$ cat src/pkg/scan_regs_pkg.sv
package scan_regs_pkg;
  // chain geometry
  localparam int unsigned CHAIN_LEN      = 196;
  localparam int unsigned ID_LEN         = 32;
  // fixed cell positions
  localparam int unsigned CELL_FLOAT     = 0;
  localparam int unsigned CELL_FS_DIR    = 24;
  localparam int unsigned CELL_FS_OUT    = 25;
  localparam int unsigned CELL_FS_IN     = 26;
  localparam int unsigned CELL_RX_FIRST  = 28;
  localparam int unsigned CELL_RX_POS    = 30;
  localparam int unsigned CELL_TX_FIRST  = 31;
  localparam int unsigned CELL_TX_POS    = 33;
  // identification field layout
  localparam logic [10:0] ID_MAKER       = 11'h0a5; // arbitrary value
  localparam logic [15:0] ID_PART        = 16'h1234; // arbitrary value
  localparam logic [3:0]  ID_VERSION     = 4'h1;     // arbitrary value
  localparam logic [31:0] ID_VALUE       = {ID_VERSION, ID_PART, ID_MAKER, 1'b1};
  // reset values
  localparam logic [CHAIN_LEN-1:0] CHAIN_RST = '0;
  // selected data register
  typedef enum logic [1:0] {SEL_BYPASS, SEL_IDENT, SEL_CHAIN} dr_sel_t;
endpackage

$ cat src/hw/scan_test_regs.sv
`timescale 1ns/1ps
// Contract
// RULE_01: the bypass path is one flip-flop, so serial in reaches serial out one scan clock later.
// RULE_02: bypass is the data path for the bypass, clamp and outputs-float instructions.
// RULE_03: the identification register has a 32-stage shift path and a 32-bit parallel latch.
// RULE_04: the identification register is selected for the id instruction and in test-logic-reset.
// RULE_05: the boundary chain has 196 cells, each with a shift stage and a parallel latch.
// RULE_06: chain cell 0 high floats every output, low lets outputs drive.
// RULE_07: cell 24 sets frame-start pin direction (1 input), cell 25 its output, cell 26 its input.
// RULE_08: cells sit in fixed places, line receive in 28 to 30 and line transmit in 31 to 33.
// RULE_09: bypass and boundary chain are always present, identification is the optional third.
// RULE_10: the id value is bit 0 one, 11 maker bits, 16 part bits and 4 version bits on top.
// RULE_11: shift stages move into parallel latches at the falling scan clock edge of Update-DR.
// RULE_12: a two-way pin has a control cell then output and input cells, the control gates drive.
// RULE_13: the controller shifts the whole chain length before an update.
module scan_test_regs (
  // clock and reset
  input  wire logic                                 clk_i,
  input  wire logic                                 nrst_i,
  // scan link, sampled from outside
  input  wire logic                                 scan_clock_i,
  input  wire logic                                 scan_serial_in_i,
  // tap state and instruction, from the tap logic on the scan clock
  input  wire logic                                 tap_reset_i,
  input  wire logic                                 capture_dr_i,
  input  wire logic                                 shift_dr_i,
  input  wire logic                                 update_dr_i,
  input  wire logic                                 ins_bypass_i,
  input  wire logic                                 ins_idcode_i,
  input  wire logic                                 ins_chain_i,
  input  wire logic                                 ins_extest_i,
  input  wire logic                                 ins_clamp_i,
  input  wire logic                                 ins_float_i,
  // core side and pin side of the frame-start pin and line pins, and the capture vector
  input  wire logic                                 core_fs_o_i,
  input  wire logic                                 core_fs_oe_n_i,
  input  wire logic [2:0]                           line_rx_i,
  input  wire logic [2:0]                           core_line_tx_i,
  input  wire logic                                 fs_pin_i,
  input  wire logic [scan_regs_pkg::CHAIN_LEN-1:0]  chain_capture_i,
  // outputs
  output logic                                      scan_serial_out_o,
  output logic      [scan_regs_pkg::CHAIN_LEN-1:0]  chain_latch_o,
  output logic      [scan_regs_pkg::ID_LEN-1:0]     ident_latch_o,
  output logic                                      tx_frame_start_pin_o,
  output logic                                      tx_frame_start_pin_oe_n_o,
  output logic      [2:0]                           line_tx_o,
  output logic                                      line_tx_oe_n_o
);
  import scan_regs_pkg::*;

  ////////////////////////////////////////////////////////////////////////////
  // input synchronisers: two flops before any logic looks at a pin
  logic [1:0] sclk_s_ff, sdi_s_ff, trst_s_ff, cap_s_ff, shf_s_ff, upd_s_ff;
  logic       sclk_d_ff;
  always_ff @(posedge clk_i or negedge nrst_i) begin
    if (!nrst_i) begin
      sclk_s_ff <= '0;
      sdi_s_ff  <= '0;
      trst_s_ff <= 2'h3;
      cap_s_ff  <= '0;
      shf_s_ff  <= '0;
      upd_s_ff  <= '0;
      sclk_d_ff <= '0;
    end else begin
      sclk_s_ff <= {sclk_s_ff[0], scan_clock_i};
      sdi_s_ff  <= {sdi_s_ff[0], scan_serial_in_i};
      trst_s_ff <= {trst_s_ff[0], tap_reset_i};
      cap_s_ff  <= {cap_s_ff[0], capture_dr_i};
      shf_s_ff  <= {shf_s_ff[0], shift_dr_i};
      upd_s_ff  <= {upd_s_ff[0], update_dr_i};
      sclk_d_ff <= sclk_s_ff[1];
    end
  end

  // instruction bits come from the scan clock side, so they are resynchronised
  // too; they only move in Update-IR, long before the next data scan
  logic [5:0] ins_s0_ff, ins_s1_ff;
  logic       is_bypass, is_idcode, is_chain, is_extest, is_clamp, is_float;
  always_ff @(posedge clk_i or negedge nrst_i) begin
    if (!nrst_i) begin
      ins_s0_ff <= '0;
      ins_s1_ff <= '0;
    end else begin
      ins_s0_ff <= {ins_float_i, ins_clamp_i, ins_extest_i, ins_chain_i, ins_idcode_i,
                    ins_bypass_i};
      ins_s1_ff <= ins_s0_ff;
    end
  end
  assign {is_float, is_clamp, is_extest, is_chain, is_idcode, is_bypass} = ins_s1_ff;

  // pins seen by capture pass two flops as well; the wide flop set is the price
  // of never capturing a half-settled pin
  logic [CHAIN_LEN-1:0] capt_s0_ff, capt_s1_ff;
  logic [2:0]           rx_s0_ff, rx_s1_ff;
  logic                 fs_s0_ff, fs_s1_ff;
  always_ff @(posedge clk_i or negedge nrst_i) begin
    if (!nrst_i) begin
      capt_s0_ff <= CHAIN_RST;
      capt_s1_ff <= CHAIN_RST;
      rx_s0_ff   <= '0;
      rx_s1_ff   <= '0;
      fs_s0_ff   <= 1'b0;
      fs_s1_ff   <= 1'b0;
    end else begin
      capt_s0_ff <= chain_capture_i;
      capt_s1_ff <= capt_s0_ff;
      rx_s0_ff   <= line_rx_i;
      rx_s1_ff   <= rx_s0_ff;
      fs_s0_ff   <= fs_pin_i;
      fs_s1_ff   <= fs_s0_ff;
    end
  end

  // edge detect on the synchronised scan clock; data and states are held a whole
  // half period, so their sampled copies are steady at either edge
  logic rise, fall;
  assign rise = sclk_s_ff[1] & ~sclk_d_ff;
  assign fall = ~sclk_s_ff[1] & sclk_d_ff;

  ////////////////////////////////////////////////////////////////////////////
  // data register selection; the instruction latch is steady outside Update-IR
  dr_sel_t sel;
  always_comb begin
    if (trst_s_ff[1] || is_idcode)
      sel = SEL_IDENT;                                    // RULE_04
    else if (is_chain || is_extest)
      sel = SEL_CHAIN;
    else
      sel = SEL_BYPASS;                                   // RULE_02
  end

  ////////////////////////////////////////////////////////////////////////////
  // bypass stage, one bit long
  logic bypass_ff;
  always_ff @(posedge clk_i or negedge nrst_i) begin
    if (!nrst_i)
      bypass_ff <= 1'b0;
    else if (rise && cap_s_ff[1] && sel == SEL_BYPASS)
      bypass_ff <= 1'b0;
    else if (rise && shf_s_ff[1] && sel == SEL_BYPASS)
      bypass_ff <= sdi_s_ff[1];                           // RULE_01
  end

  ////////////////////////////////////////////////////////////////////////////
  // identification shift path and parallel latch
  logic [ID_LEN-1:0] id_sh_ff;
  always_ff @(posedge clk_i or negedge nrst_i) begin
    if (!nrst_i)
      id_sh_ff <= ID_VALUE;
    else if (rise && cap_s_ff[1] && sel == SEL_IDENT)
      id_sh_ff <= ID_VALUE;                               // RULE_10
    else if (rise && shf_s_ff[1] && sel == SEL_IDENT)
      id_sh_ff <= {sdi_s_ff[1], id_sh_ff[ID_LEN-1:1]};    // RULE_03
  end

  always_ff @(posedge clk_i or negedge nrst_i) begin
    if (!nrst_i)
      ident_latch_o <= ID_VALUE;
    else if (trst_s_ff[1])
      ident_latch_o <= ID_VALUE;                          // RULE_04
    else if (fall && upd_s_ff[1] && sel == SEL_IDENT)
      ident_latch_o <= id_sh_ff;                          // RULE_11
  end

  ////////////////////////////////////////////////////////////////////////////
  // boundary chain: shift stages and parallel latches
  logic [CHAIN_LEN-1:0] ch_sh_ff;
  logic [CHAIN_LEN-1:0] cap_vec;
  always_comb begin
    cap_vec = capt_s1_ff;
    cap_vec[CELL_FS_IN] = fs_s1_ff;                       // RULE_07
    cap_vec[CELL_RX_POS:CELL_RX_FIRST] = rx_s1_ff;        // RULE_08
    cap_vec[CELL_TX_POS:CELL_TX_FIRST] = core_line_tx_i;
    cap_vec[CELL_FS_OUT] = core_fs_o_i;
    cap_vec[CELL_FS_DIR] = core_fs_oe_n_i;
  end

  // capture takes the resynchronised pins and the core's own drive
  always_ff @(posedge clk_i or negedge nrst_i) begin
    if (!nrst_i)
      ch_sh_ff <= CHAIN_RST;
    else if (rise && cap_s_ff[1] && sel == SEL_CHAIN)
      ch_sh_ff <= cap_vec;
    else if (rise && shf_s_ff[1] && sel == SEL_CHAIN)
      ch_sh_ff <= {sdi_s_ff[1], ch_sh_ff[CHAIN_LEN-1:1]}; // RULE_05
  end

  // a short shift leaves stale cells; the controller must shift the whole chain
  always_ff @(posedge clk_i or negedge nrst_i) begin
    if (!nrst_i)
      chain_latch_o <= CHAIN_RST;
    else if (fall && upd_s_ff[1] && sel == SEL_CHAIN)
      chain_latch_o <= ch_sh_ff;                          // RULE_11 RULE_13
  end

  ////////////////////////////////////////////////////////////////////////////
  // serial output changes on the falling scan clock edge
  always_ff @(posedge clk_i or negedge nrst_i) begin
    if (!nrst_i)
      scan_serial_out_o <= 1'b0;
    else if (fall) begin
      unique case (sel)
        SEL_IDENT:  scan_serial_out_o <= id_sh_ff[0];
        SEL_CHAIN:  scan_serial_out_o <= ch_sh_ff[0];
        SEL_BYPASS: scan_serial_out_o <= bypass_ff;       // RULE_01 RULE_09
      endcase
    end
  end

  ////////////////////////////////////////////////////////////////////////////
  // pin drive: test instructions take the chain latches, float wins over all
  logic test_drive;
  assign test_drive = is_extest | is_clamp;
  always_ff @(posedge clk_i or negedge nrst_i) begin
    if (!nrst_i) begin
      tx_frame_start_pin_o      <= 1'b0;
      tx_frame_start_pin_oe_n_o <= 1'b1;
      line_tx_o                 <= '0;
      line_tx_oe_n_o            <= 1'b1;
    end else if (test_drive) begin
      tx_frame_start_pin_o      <= chain_latch_o[CELL_FS_OUT];
      tx_frame_start_pin_oe_n_o <= chain_latch_o[CELL_FS_DIR] |
                                   chain_latch_o[CELL_FLOAT];   // RULE_06 RULE_12
      line_tx_o                 <= chain_latch_o[CELL_TX_POS:CELL_TX_FIRST];
      line_tx_oe_n_o            <= chain_latch_o[CELL_FLOAT];   // RULE_06
    end else begin
      tx_frame_start_pin_o      <= core_fs_o_i;
      tx_frame_start_pin_oe_n_o <= core_fs_oe_n_i | is_float;
      line_tx_o                 <= core_line_tx_i;
      line_tx_oe_n_o            <= is_float;
    end
  end

  ////////////////////////////////////////////////////////////////////////////
  // checks
  a_bypass_one_stage: assert property (@(posedge clk_i) disable iff (!nrst_i) // RULE_01
    (rise && shf_s_ff[1] && sel == SEL_BYPASS) |=> bypass_ff == $past(sdi_s_ff[1]))
    else $error("bypass stage did not take serial in");
  a_ident_select: assert property (@(posedge clk_i) disable iff (!nrst_i) // RULE_04
    trst_s_ff[1] |-> sel == SEL_IDENT)
    else $error("identification not selected in reset state");
  a_float_gates: assert property (@(posedge clk_i) disable iff (!nrst_i) // RULE_06
    (test_drive && chain_latch_o[CELL_FLOAT]) |=> tx_frame_start_pin_oe_n_o)
    else $error("float cell did not release pin");
  a_update_latch: assert property (@(posedge clk_i) disable iff (!nrst_i) // RULE_11
    (fall && upd_s_ff[1] && sel == SEL_CHAIN) |=> chain_latch_o == $past(ch_sh_ff))
    else $error("chain latch missed update");
  a_chain_shift: assert property (@(posedge clk_i) disable iff (!nrst_i) // RULE_05
    (rise && shf_s_ff[1] && sel == SEL_CHAIN) |=> ch_sh_ff[CHAIN_LEN-1] == $past(sdi_s_ff[1]))
    else $error("chain did not shift in");
  a_id_capture: assert property (@(posedge clk_i) disable iff (!nrst_i) // RULE_10
    (rise && cap_s_ff[1] && sel == SEL_IDENT) |=> id_sh_ff == ID_VALUE && id_sh_ff[0])
    else $error("id value not loaded");
  a_dir_input: assert property (@(posedge clk_i) disable iff (!nrst_i) // RULE_07
    (test_drive && chain_latch_o[CELL_FS_DIR]) |=> tx_frame_start_pin_oe_n_o)
    else $error("direction cell did not make pin input");
  a_tx_cells: assert property (@(posedge clk_i) disable iff (!nrst_i) // RULE_08
    test_drive |=> line_tx_o == $past(chain_latch_o[CELL_TX_POS:CELL_TX_FIRST]))
    else $error("line transmit cells not driven");
  a_bypass_select: assert property (@(posedge clk_i) disable iff (!nrst_i) // RULE_02
    (is_bypass && !trst_s_ff[1]) |-> sel == SEL_BYPASS)
    else $error("bypass not selected for bypass instruction");
  a_tx_float: assert property (@(posedge clk_i) disable iff (!nrst_i) // RULE_06
    (test_drive && chain_latch_o[CELL_FLOAT]) |=> line_tx_oe_n_o)
    else $error("float cell did not release line transmit");
endmodule

$ cat config.mk
export PLATFORM = sky130hd
export DESIGN_NAME = scan_test_regs
export DESIGN_NICKNAME = d
export VERILOG_FILES = /design/src/pkg/scan_regs_pkg.sv /design/src/hw/scan_test_regs.sv
export SDC_FILE = /design/constraint.sdc
export NUM_CORES = 1
export LEC_CHECK = 0
export BUFFER_PORTS_ARGS = -buffer_cell sky130_fd_sc_hd__buf_4
export CAP_MARGIN = 40
export CORE_UTILIZATION = 43
export CTS_CLUSTER_SIZE = 28
export DETAILED_ROUTE_END_ITERATION = 8
export RECOVER_POWER = 50
export SYNTH_ARGS = -nofsm -noshare
export SYNTH_HDL_FRONTEND = slang
export SYNTH_SLANG_ARGS = --single-unit
$ cat constraint.sdc
create_clock -name clk_i -period 2.26 [get_ports clk_i]
set_clock_uncertainty 0.2 [all_clocks]
set_input_delay 0.452 -clock clk_i [delete_from_list [all_inputs] [get_ports clk_i]]
set_output_delay 0.452 -clock clk_i [all_outputs]
set_load 0.01 [all_outputs]
==> reports/results.txt, run 1 <==
Synth Area in XOR/XNOR = 0
detailed-placement wirelength estimate = 42.92 mm
status = complete, no violations
RSZ-0062 raised after global routing = no
area leader, netlist = dfrtp_1
clk_lat worst skew = 630 ps
CTS root buffer = clkbuf_16
Req. time, crit path = 2580 ps
fmax = 464.6 MHz
Netlist cell types = 29
Clock Tree Buf Depth = 3
detailed-route vias per instance = 4.699
WL final = 62.71 mm
cells on worst reg2reg path = 5
CTS tree = yes
leakage = 19.66 nW
worst relative slew slack = 0.2463
setup violators final = 0
pin count of the biggest net entering global routing = 86
core area = 68710 sq um
Sink Count = 869
Setup crit end kind = flop
net count after synthesis = 1902
Hold Path Sink = capt_s1_ff[134]
I/O pins = 454
Num CTS Buffers = 91
final hold vios = 0
initial antenna violation count = 8
commonest cells after routing, fill and taps aside = 843 x dfrtp_1, 584 x mux2_2, 260 x buf_4, 208 x dlygate4sd3_1, 195 x clkbuf_4
largest family of logic cells by synthesized area = multiplexers
Compound-Gate Fraction of Synth Area = 0.01051
CP max FO = 37
Die Height = 265.6 um
# DRC = 0
Area Overhead vs Synth = 35.23%
mux cell area share after synthesis = 0.2347
sequential-to-total area share from yosys stat = 0.7290
final core utilization = 0.5880
reg2reg end = ch_sh_ff[75]
WP data arrival = 2470 ps
Least-Margin Pin Slew = 1131 ps
flop-to-flop setup slack = 110 ps
CTS HTree Levels = 3
Port Buf Inserts = 443
mapped cell area = 29870 sq um
Hold Path Cell Cnt = 0
Final period util = 0.9524
Routed WL per cell = 18.16 um
Setup CP Type = flop to flop
NumNets Final = 2662
via count = 16230
Synthesis Warnings = 0
CP Launch Type = flop
cell row count = 96
Synth Register Bits = 869
GP Congestion = 0.7803
Die ar. = 70530 sq um
Peak supply drop = 0.5830 mV
Post-Synth Adder-Cell Area = 0
Antenna Nets Post-Route = 0
Syn Area/Cell = 17.75 sq um
first-pass GRT wire length = 101.6 mm
All-Layer GR Usage = 0.1835
share of the synthesized area in the top cell type = 0.7062
Hold Crit Start = capt_s0_ff[134]
CTS clk-pin slew, worst paths = 60 ps
GR Overflow Total = 0
DR pass1 iterations = 4
Slew Limit Fails = 0
most common cell after layout, fill and taps aside = dfrtp_1
die width = 265.6 um
power per cell area = 941.1 nW/um^2
share of cells above drive strength 1 = 0.5068
Post-Syn Instances = 1683
total power = 0.03802 W
maxcap violations = 0
setup TNS = 0 ps
Crit Reg-Reg Startpoint = trst_s_ff[1]
Worst Hold Class = flop to flop
initial detailed-routing violation count = 660
simple-gate share of the synthesized area = 0.009131
minimum clock period = 2152 ps
Initial Util = 0.4348
vias in the first global route = 17950
Fill cells = 5312
top cells by area, synth = dfrtp_1 71%, mux2_2 22%, dfstp_2 2.3%
==> per-stage QoR <==
step                      hold slack [ps]  instances  setup slack (ps)  instance area (sq um)
after floorplan                    -43.59       1683             207.8                  29870
after global placement              131.7       3069             106.1                  35210
final                               127.2       3454             107.7                  40400
after global routing                138.9       3454             7.235                  40400
after detailed placement            134.7       3070             58.87                  35230
after CTS                           55.16       3446             65.80                  40570
==> logic make-up after synthesis <==
group           Yosys count
mux                     625
simple gates             54
compound gates           37
buf+inv                  98
flops                   869
==> worst max path at each step <==
stage                  from             to  slack (ps)  cells past startpoint
3_5_place_dp   trst_s_ff[1]   ch_sh_ff[81]          60                      5
6_report       trst_s_ff[1]   ch_sh_ff[75]         110                      5
4_1_cts        trst_s_ff[1]   ch_sh_ff[72]          70                      5
2_1_floorplan  sclk_s_ff[1]   ch_sh_ff[62]         210                      5
5_1_grt        trst_s_ff[1]  ch_sh_ff[140]           7                      5
3_3_place_gp   trst_s_ff[1]   ch_sh_ff[75]         110                      5
==> cell type report <==
type / instances / area (sq um) / area share
Sequential cell: 869 / 21780 / 0.5391
Multi-Input combinational cell: 716 / 7612 / 0.1884
Timing Repair Buffer: 744 / 6491 / 0.1607
Inverter: 21 / 78.83 / 0.001951
Antenna cell: 5 / 12.51 / 0.0003097
Clock inverter: 40 / 610.6 / 0.01511
Tap cell: 931 / 1165 / 0.02884
Clock buffer: 128 / 2649 / 0.06557
==> repair_timing <==
item / in CTS / in global routing
hold buffers: 208 / 0
hold endpoints to repair: 554 / 0
resized for setup: 0 / 2
buffers inserted: 0 / 3
setup endpoints to repair: 0 / 28
==> routing by layer <==
metal,part of all wire,global-route usage,vias to the layer above,wire length [um]
li1,-,-,7407,-
met4,0.030,0.05996,6,1868
met3,0.055,0.05027,118,3434
met1,0.42,0.2396,8371,26490
met2,0.49,0.2972,328,30870
met5,0.00078,0,-,49
==> state kept, by name, summed over array words and instances, names as in the netlist, 2 cells and up <==
| name | flops |
|---|---|
| line_tx_o | 3 |
| capt_s0_ff | 187 |
| cap_s_ff | 2 |
| ins_s0_ff | 5 |
| sdi_s_ff | 2 |
| ident_latch_o | 32 |
| shf_s_ff | 2 |
| trst_s_ff | 2 |
| chain_latch_o | 196 |
| rx_s1_ff | 3 |
| ins_s1_ff | 5 |
| ch_sh_ff | 196 |
| sclk_s_ff | 2 |
| rx_s0_ff | 3 |
| id_sh_ff | 32 |
| capt_s1_ff | 187 |
| upd_s_ff | 2 |
==> critical path, stage by stage (launching register included) <==
cell	delay (ps)
dfstp_2	400
nor2_2	230
nor4b_4	270
clkbuf_16	270
buf_16	240
mux2_2	370
==> synth_stat cells <==
cell / number
dfrtp_1: 843
mux2_2: 584
buf_2: 45
nand2_1: 30
dfstp_2: 26
a22o_1: 21
inv_1: 21
mux2i_1: 21
mux2_1: 20
buf_4: 19
clkbuf_1: 12
o22a_1: 11
nor2_1: 6
nand2b_1: 4
nand3b_1: 3
nor2b_1: 2
nor3_1: 2
o31ai_1: 2
a21oi_1: 1
a41oi_1: 1
and4b_1: 1
buf_1: 1
nand3_1: 1
nand4b_1: 1
nor2_2: 1
nor4b_4: 1
o21ai_0: 1
or2_2: 1
or4_1: 1
==> where the power goes <==
group	total [W]	leakage [nW]	internal (W)	switching (W)
logic	0.00401	7.08	0.00242	0.00159
registers	0.0182	11.0	0.0172	0.000953
clock network	0.0158	1.60	0.00971	0.00610
No activity file was read; power rests on OpenSTA's default activity.
==> run 2, diff against run 1 <==
--- a/config.mk
+++ b/config.mk
@@ -11,6 +11,7 @@
 export CTS_CLUSTER_SIZE = 28
 export DETAILED_ROUTE_END_ITERATION = 8
 export RECOVER_POWER = 50
+export REMOVE_ABC_BUFFERS = 1
 export SYNTH_ARGS = -nofsm -noshare
 export SYNTH_HDL_FRONTEND = slang
 export SYNTH_SLANG_ARGS = --single-unit
==> constraint.sdc (replaced) <==
create_clock -name clk_i -period 2.09 [get_ports clk_i]
set_clock_uncertainty 0.2 [all_clocks]
set_input_delay 0.418 -clock clk_i [delete_from_list [all_inputs] [get_ports clk_i]]
set_output_delay 0.418 -clock clk_i [all_outputs]
set_load 0.01 [all_outputs]
==> reports/results.txt, run 2 (synthesis results as in run 1) <==
Final period util = 0.9843
setup TNS = 0 ps
cells on worst reg2reg path = 6
Area Overhead vs Synth = 34.70%
maxcap violations = 0
reg2reg end = ch_sh_ff[42]
total power = 0.03959 W
CP Launch Type = flop
P_sw = 0.009200 W
Hold Path Sink = capt_s1_ff[87]
share of power burned in registers = 0.498
NumNets Final = 2664
GP Congestion = 0.7832
Die ar. = 70530 sq um
placed cell areas = 35140 sq um
CTS tree = yes
Die Height = 265.6 um
cell-internal power = 0.03039 W
All-Layer GR Usage = 0.1837
I/O pins = 454
share of cells above drive strength 1 = 0.5020
power per cell area = 983.9 nW/um^2
initial antenna violation count = 6
setup violators final = 0
commonest cells after routing, fill and taps aside = 842 x dfrtp_1, 580 x mux2_2, 281 x buf_4, 208 x dlygate4sd3_1, 172 x clkbuf_4
Req. time, crit path = 2410 ps
Antenna Nets Post-Route = 0
core area = 68710 sq um
Least-Margin Pin Slew = 1136 ps
Setup CP Type = flop to flop
Initial Util = 0.4348
RSZ-0062 raised after global routing = yes
vias in the first global route = 17790
CTS HTree Levels = 3
Num CTS Buffers = 89
via count = 16250
detailed-route vias per instance = 4.715
Crit Reg-Reg Startpoint = sclk_d_ff
WL final = 63.95 mm
Routed WL per cell = 18.55 um
clock share of power = 0.392
logic gate share of total power = 0.110
clk_lat worst skew = 630 ps
detailed-placement wirelength estimate = 42.69 mm
CP max FO = 13
Worst Hold Class = flop to flop
cell row count = 96
final hold vios = 0
Fill cells = 5330
die width = 265.6 um
Clock Tree Buf Depth = 3
Worst Setup SP = sclk_d_ff
Port Buf Inserts = 443
WP data arrival = 2370 ps
flop-to-flop setup slack = 30 ps
# DRC = 0
Hold Crit Start = capt_s0_ff[87]
CTS clk-pin slew, worst paths = 60 ps
Setup crit end kind = flop
worst relative slew slack = 0.2425
minimum clock period = 2057 ps
Slew Limit Fails = 0
DR pass1 iterations = 4
pin count of the biggest net entering global routing = 83
most common cell after layout, fill and taps aside = dfrtp_1
leakage = 19.58 nW
initial detailed-routing violation count = 800
CTS root buffer = clkbuf_16
final instance area = 40240 sq um
sw frac = 0.2324
biggest regs = ch_sh_ff x196, chain_latch_o x196
Peak supply drop = 0.7463 mV
final core utilization = 0.5856
non-filler instance count after layout = 3447
first-pass GRT wire length = 100.8 mm
fmax = 486.1 MHz
dpl cells = 3069
Hold Path Cell Cnt = 0
Sink Count = 869
status = complete, no violations
GR Overflow Total = 0
[run 2: changes by cell type in the layout (fill, tap and decap cells not counted), sizes merged]
cell / previous run / this run
buf: 301 / 334
bufinv: 13 / 3
clkbuf: 363 / 342
clkinv: 22 / 15
clkinvlp: 3 / 0
diode: 5 / 4
inv: 23 / 25
[run 2: layout make-up]
type / count / area [sq um] / area share
Antenna cell: 4 / 10.01 / 0.0002488
Multi-Input combinational cell: 716 / 7635 / 0.1897
Tap cell: 931 / 1165 / 0.02895
Clock inverter: 22 / 234.0 / 0.005815
Inverter: 21 / 78.83 / 0.001959
Clock buffer: 136 / 2645 / 0.06574
Sequential cell: 869 / 21780 / 0.5413
Timing Repair Buffer: 748 / 6690 / 0.1663
[run 2: worst max-delay path by stage]
stage | end | slack (ps) | cells after the start
2_1_floorplan | ch_sh_ff[0] | -5650 | 3
3_3_place_gp | ch_sh_ff[111] | -30 | 5
3_5_place_dp | ch_sh_ff[116] | -60 | 5
4_1_cts | ch_sh_ff[111] | -0.8 | 5
5_1_grt | ch_sh_ff[14] | -60 | 6
6_report | ch_sh_ff[42] | 30 | 6
[run 2: layer usage]
layer / share of wire / vias to the layer above / track usage
met5: 0.00038 / - / 0
met4: 0.032 / 4 / 0.06508
met3: 0.044 / 130 / 0.04296
met2: 0.51 / 318 / 0.3059
met1: 0.42 / 8417 / 0.2355
li1: - / 7385 / -
[run 2: critical path, stage by stage (launching register included)]
cell       delay, ps
dfrtp_1          400
nand2b_4         160
nor4b_4          250
buf_4            200
buf_12           180
clkbuf_16        200
mux2_2           340
[run 2: what timing repair did]
item	4_1_cts	5_1_grt
endpoints found under the setup margin	102	199
cloned	0	4
setup buffers	2	2
resized for setup	2	28
hold buffers	208	0
endpoints found under the hold margin	730	0
pin swaps	0	1
[run 2: through the flow]
| step | hold slack [ps] | worst slack, ps |
|---|---|---|
| finish | 136.3 | 32.72 |
| global route | 140.8 | -63.28 |
| CTS | 82.36 | -0.8304 |
| detailed placement | 134.7 | -57.49 |
| global placement | 131.1 | -33.38 |
| floorplan | -77.59 | -5652 |
[run 2: power groups by stage]
stage / registers [W] / clock network [W] / logic [W]
2_1_floorplan: 0.0198 / 0 / 0.00215
3_3_place_gp: 0.0200 / 0 / 0.00402
3_5_place_dp: 0.0200 / 0 / 0.00413
4_1_cts: 0.0197 / 0.0159 / 0.00448
5_1_grt: 0.0200 / 0.0166 / 0.00479
6_report: 0.0197 / 0.0155 / 0.00437
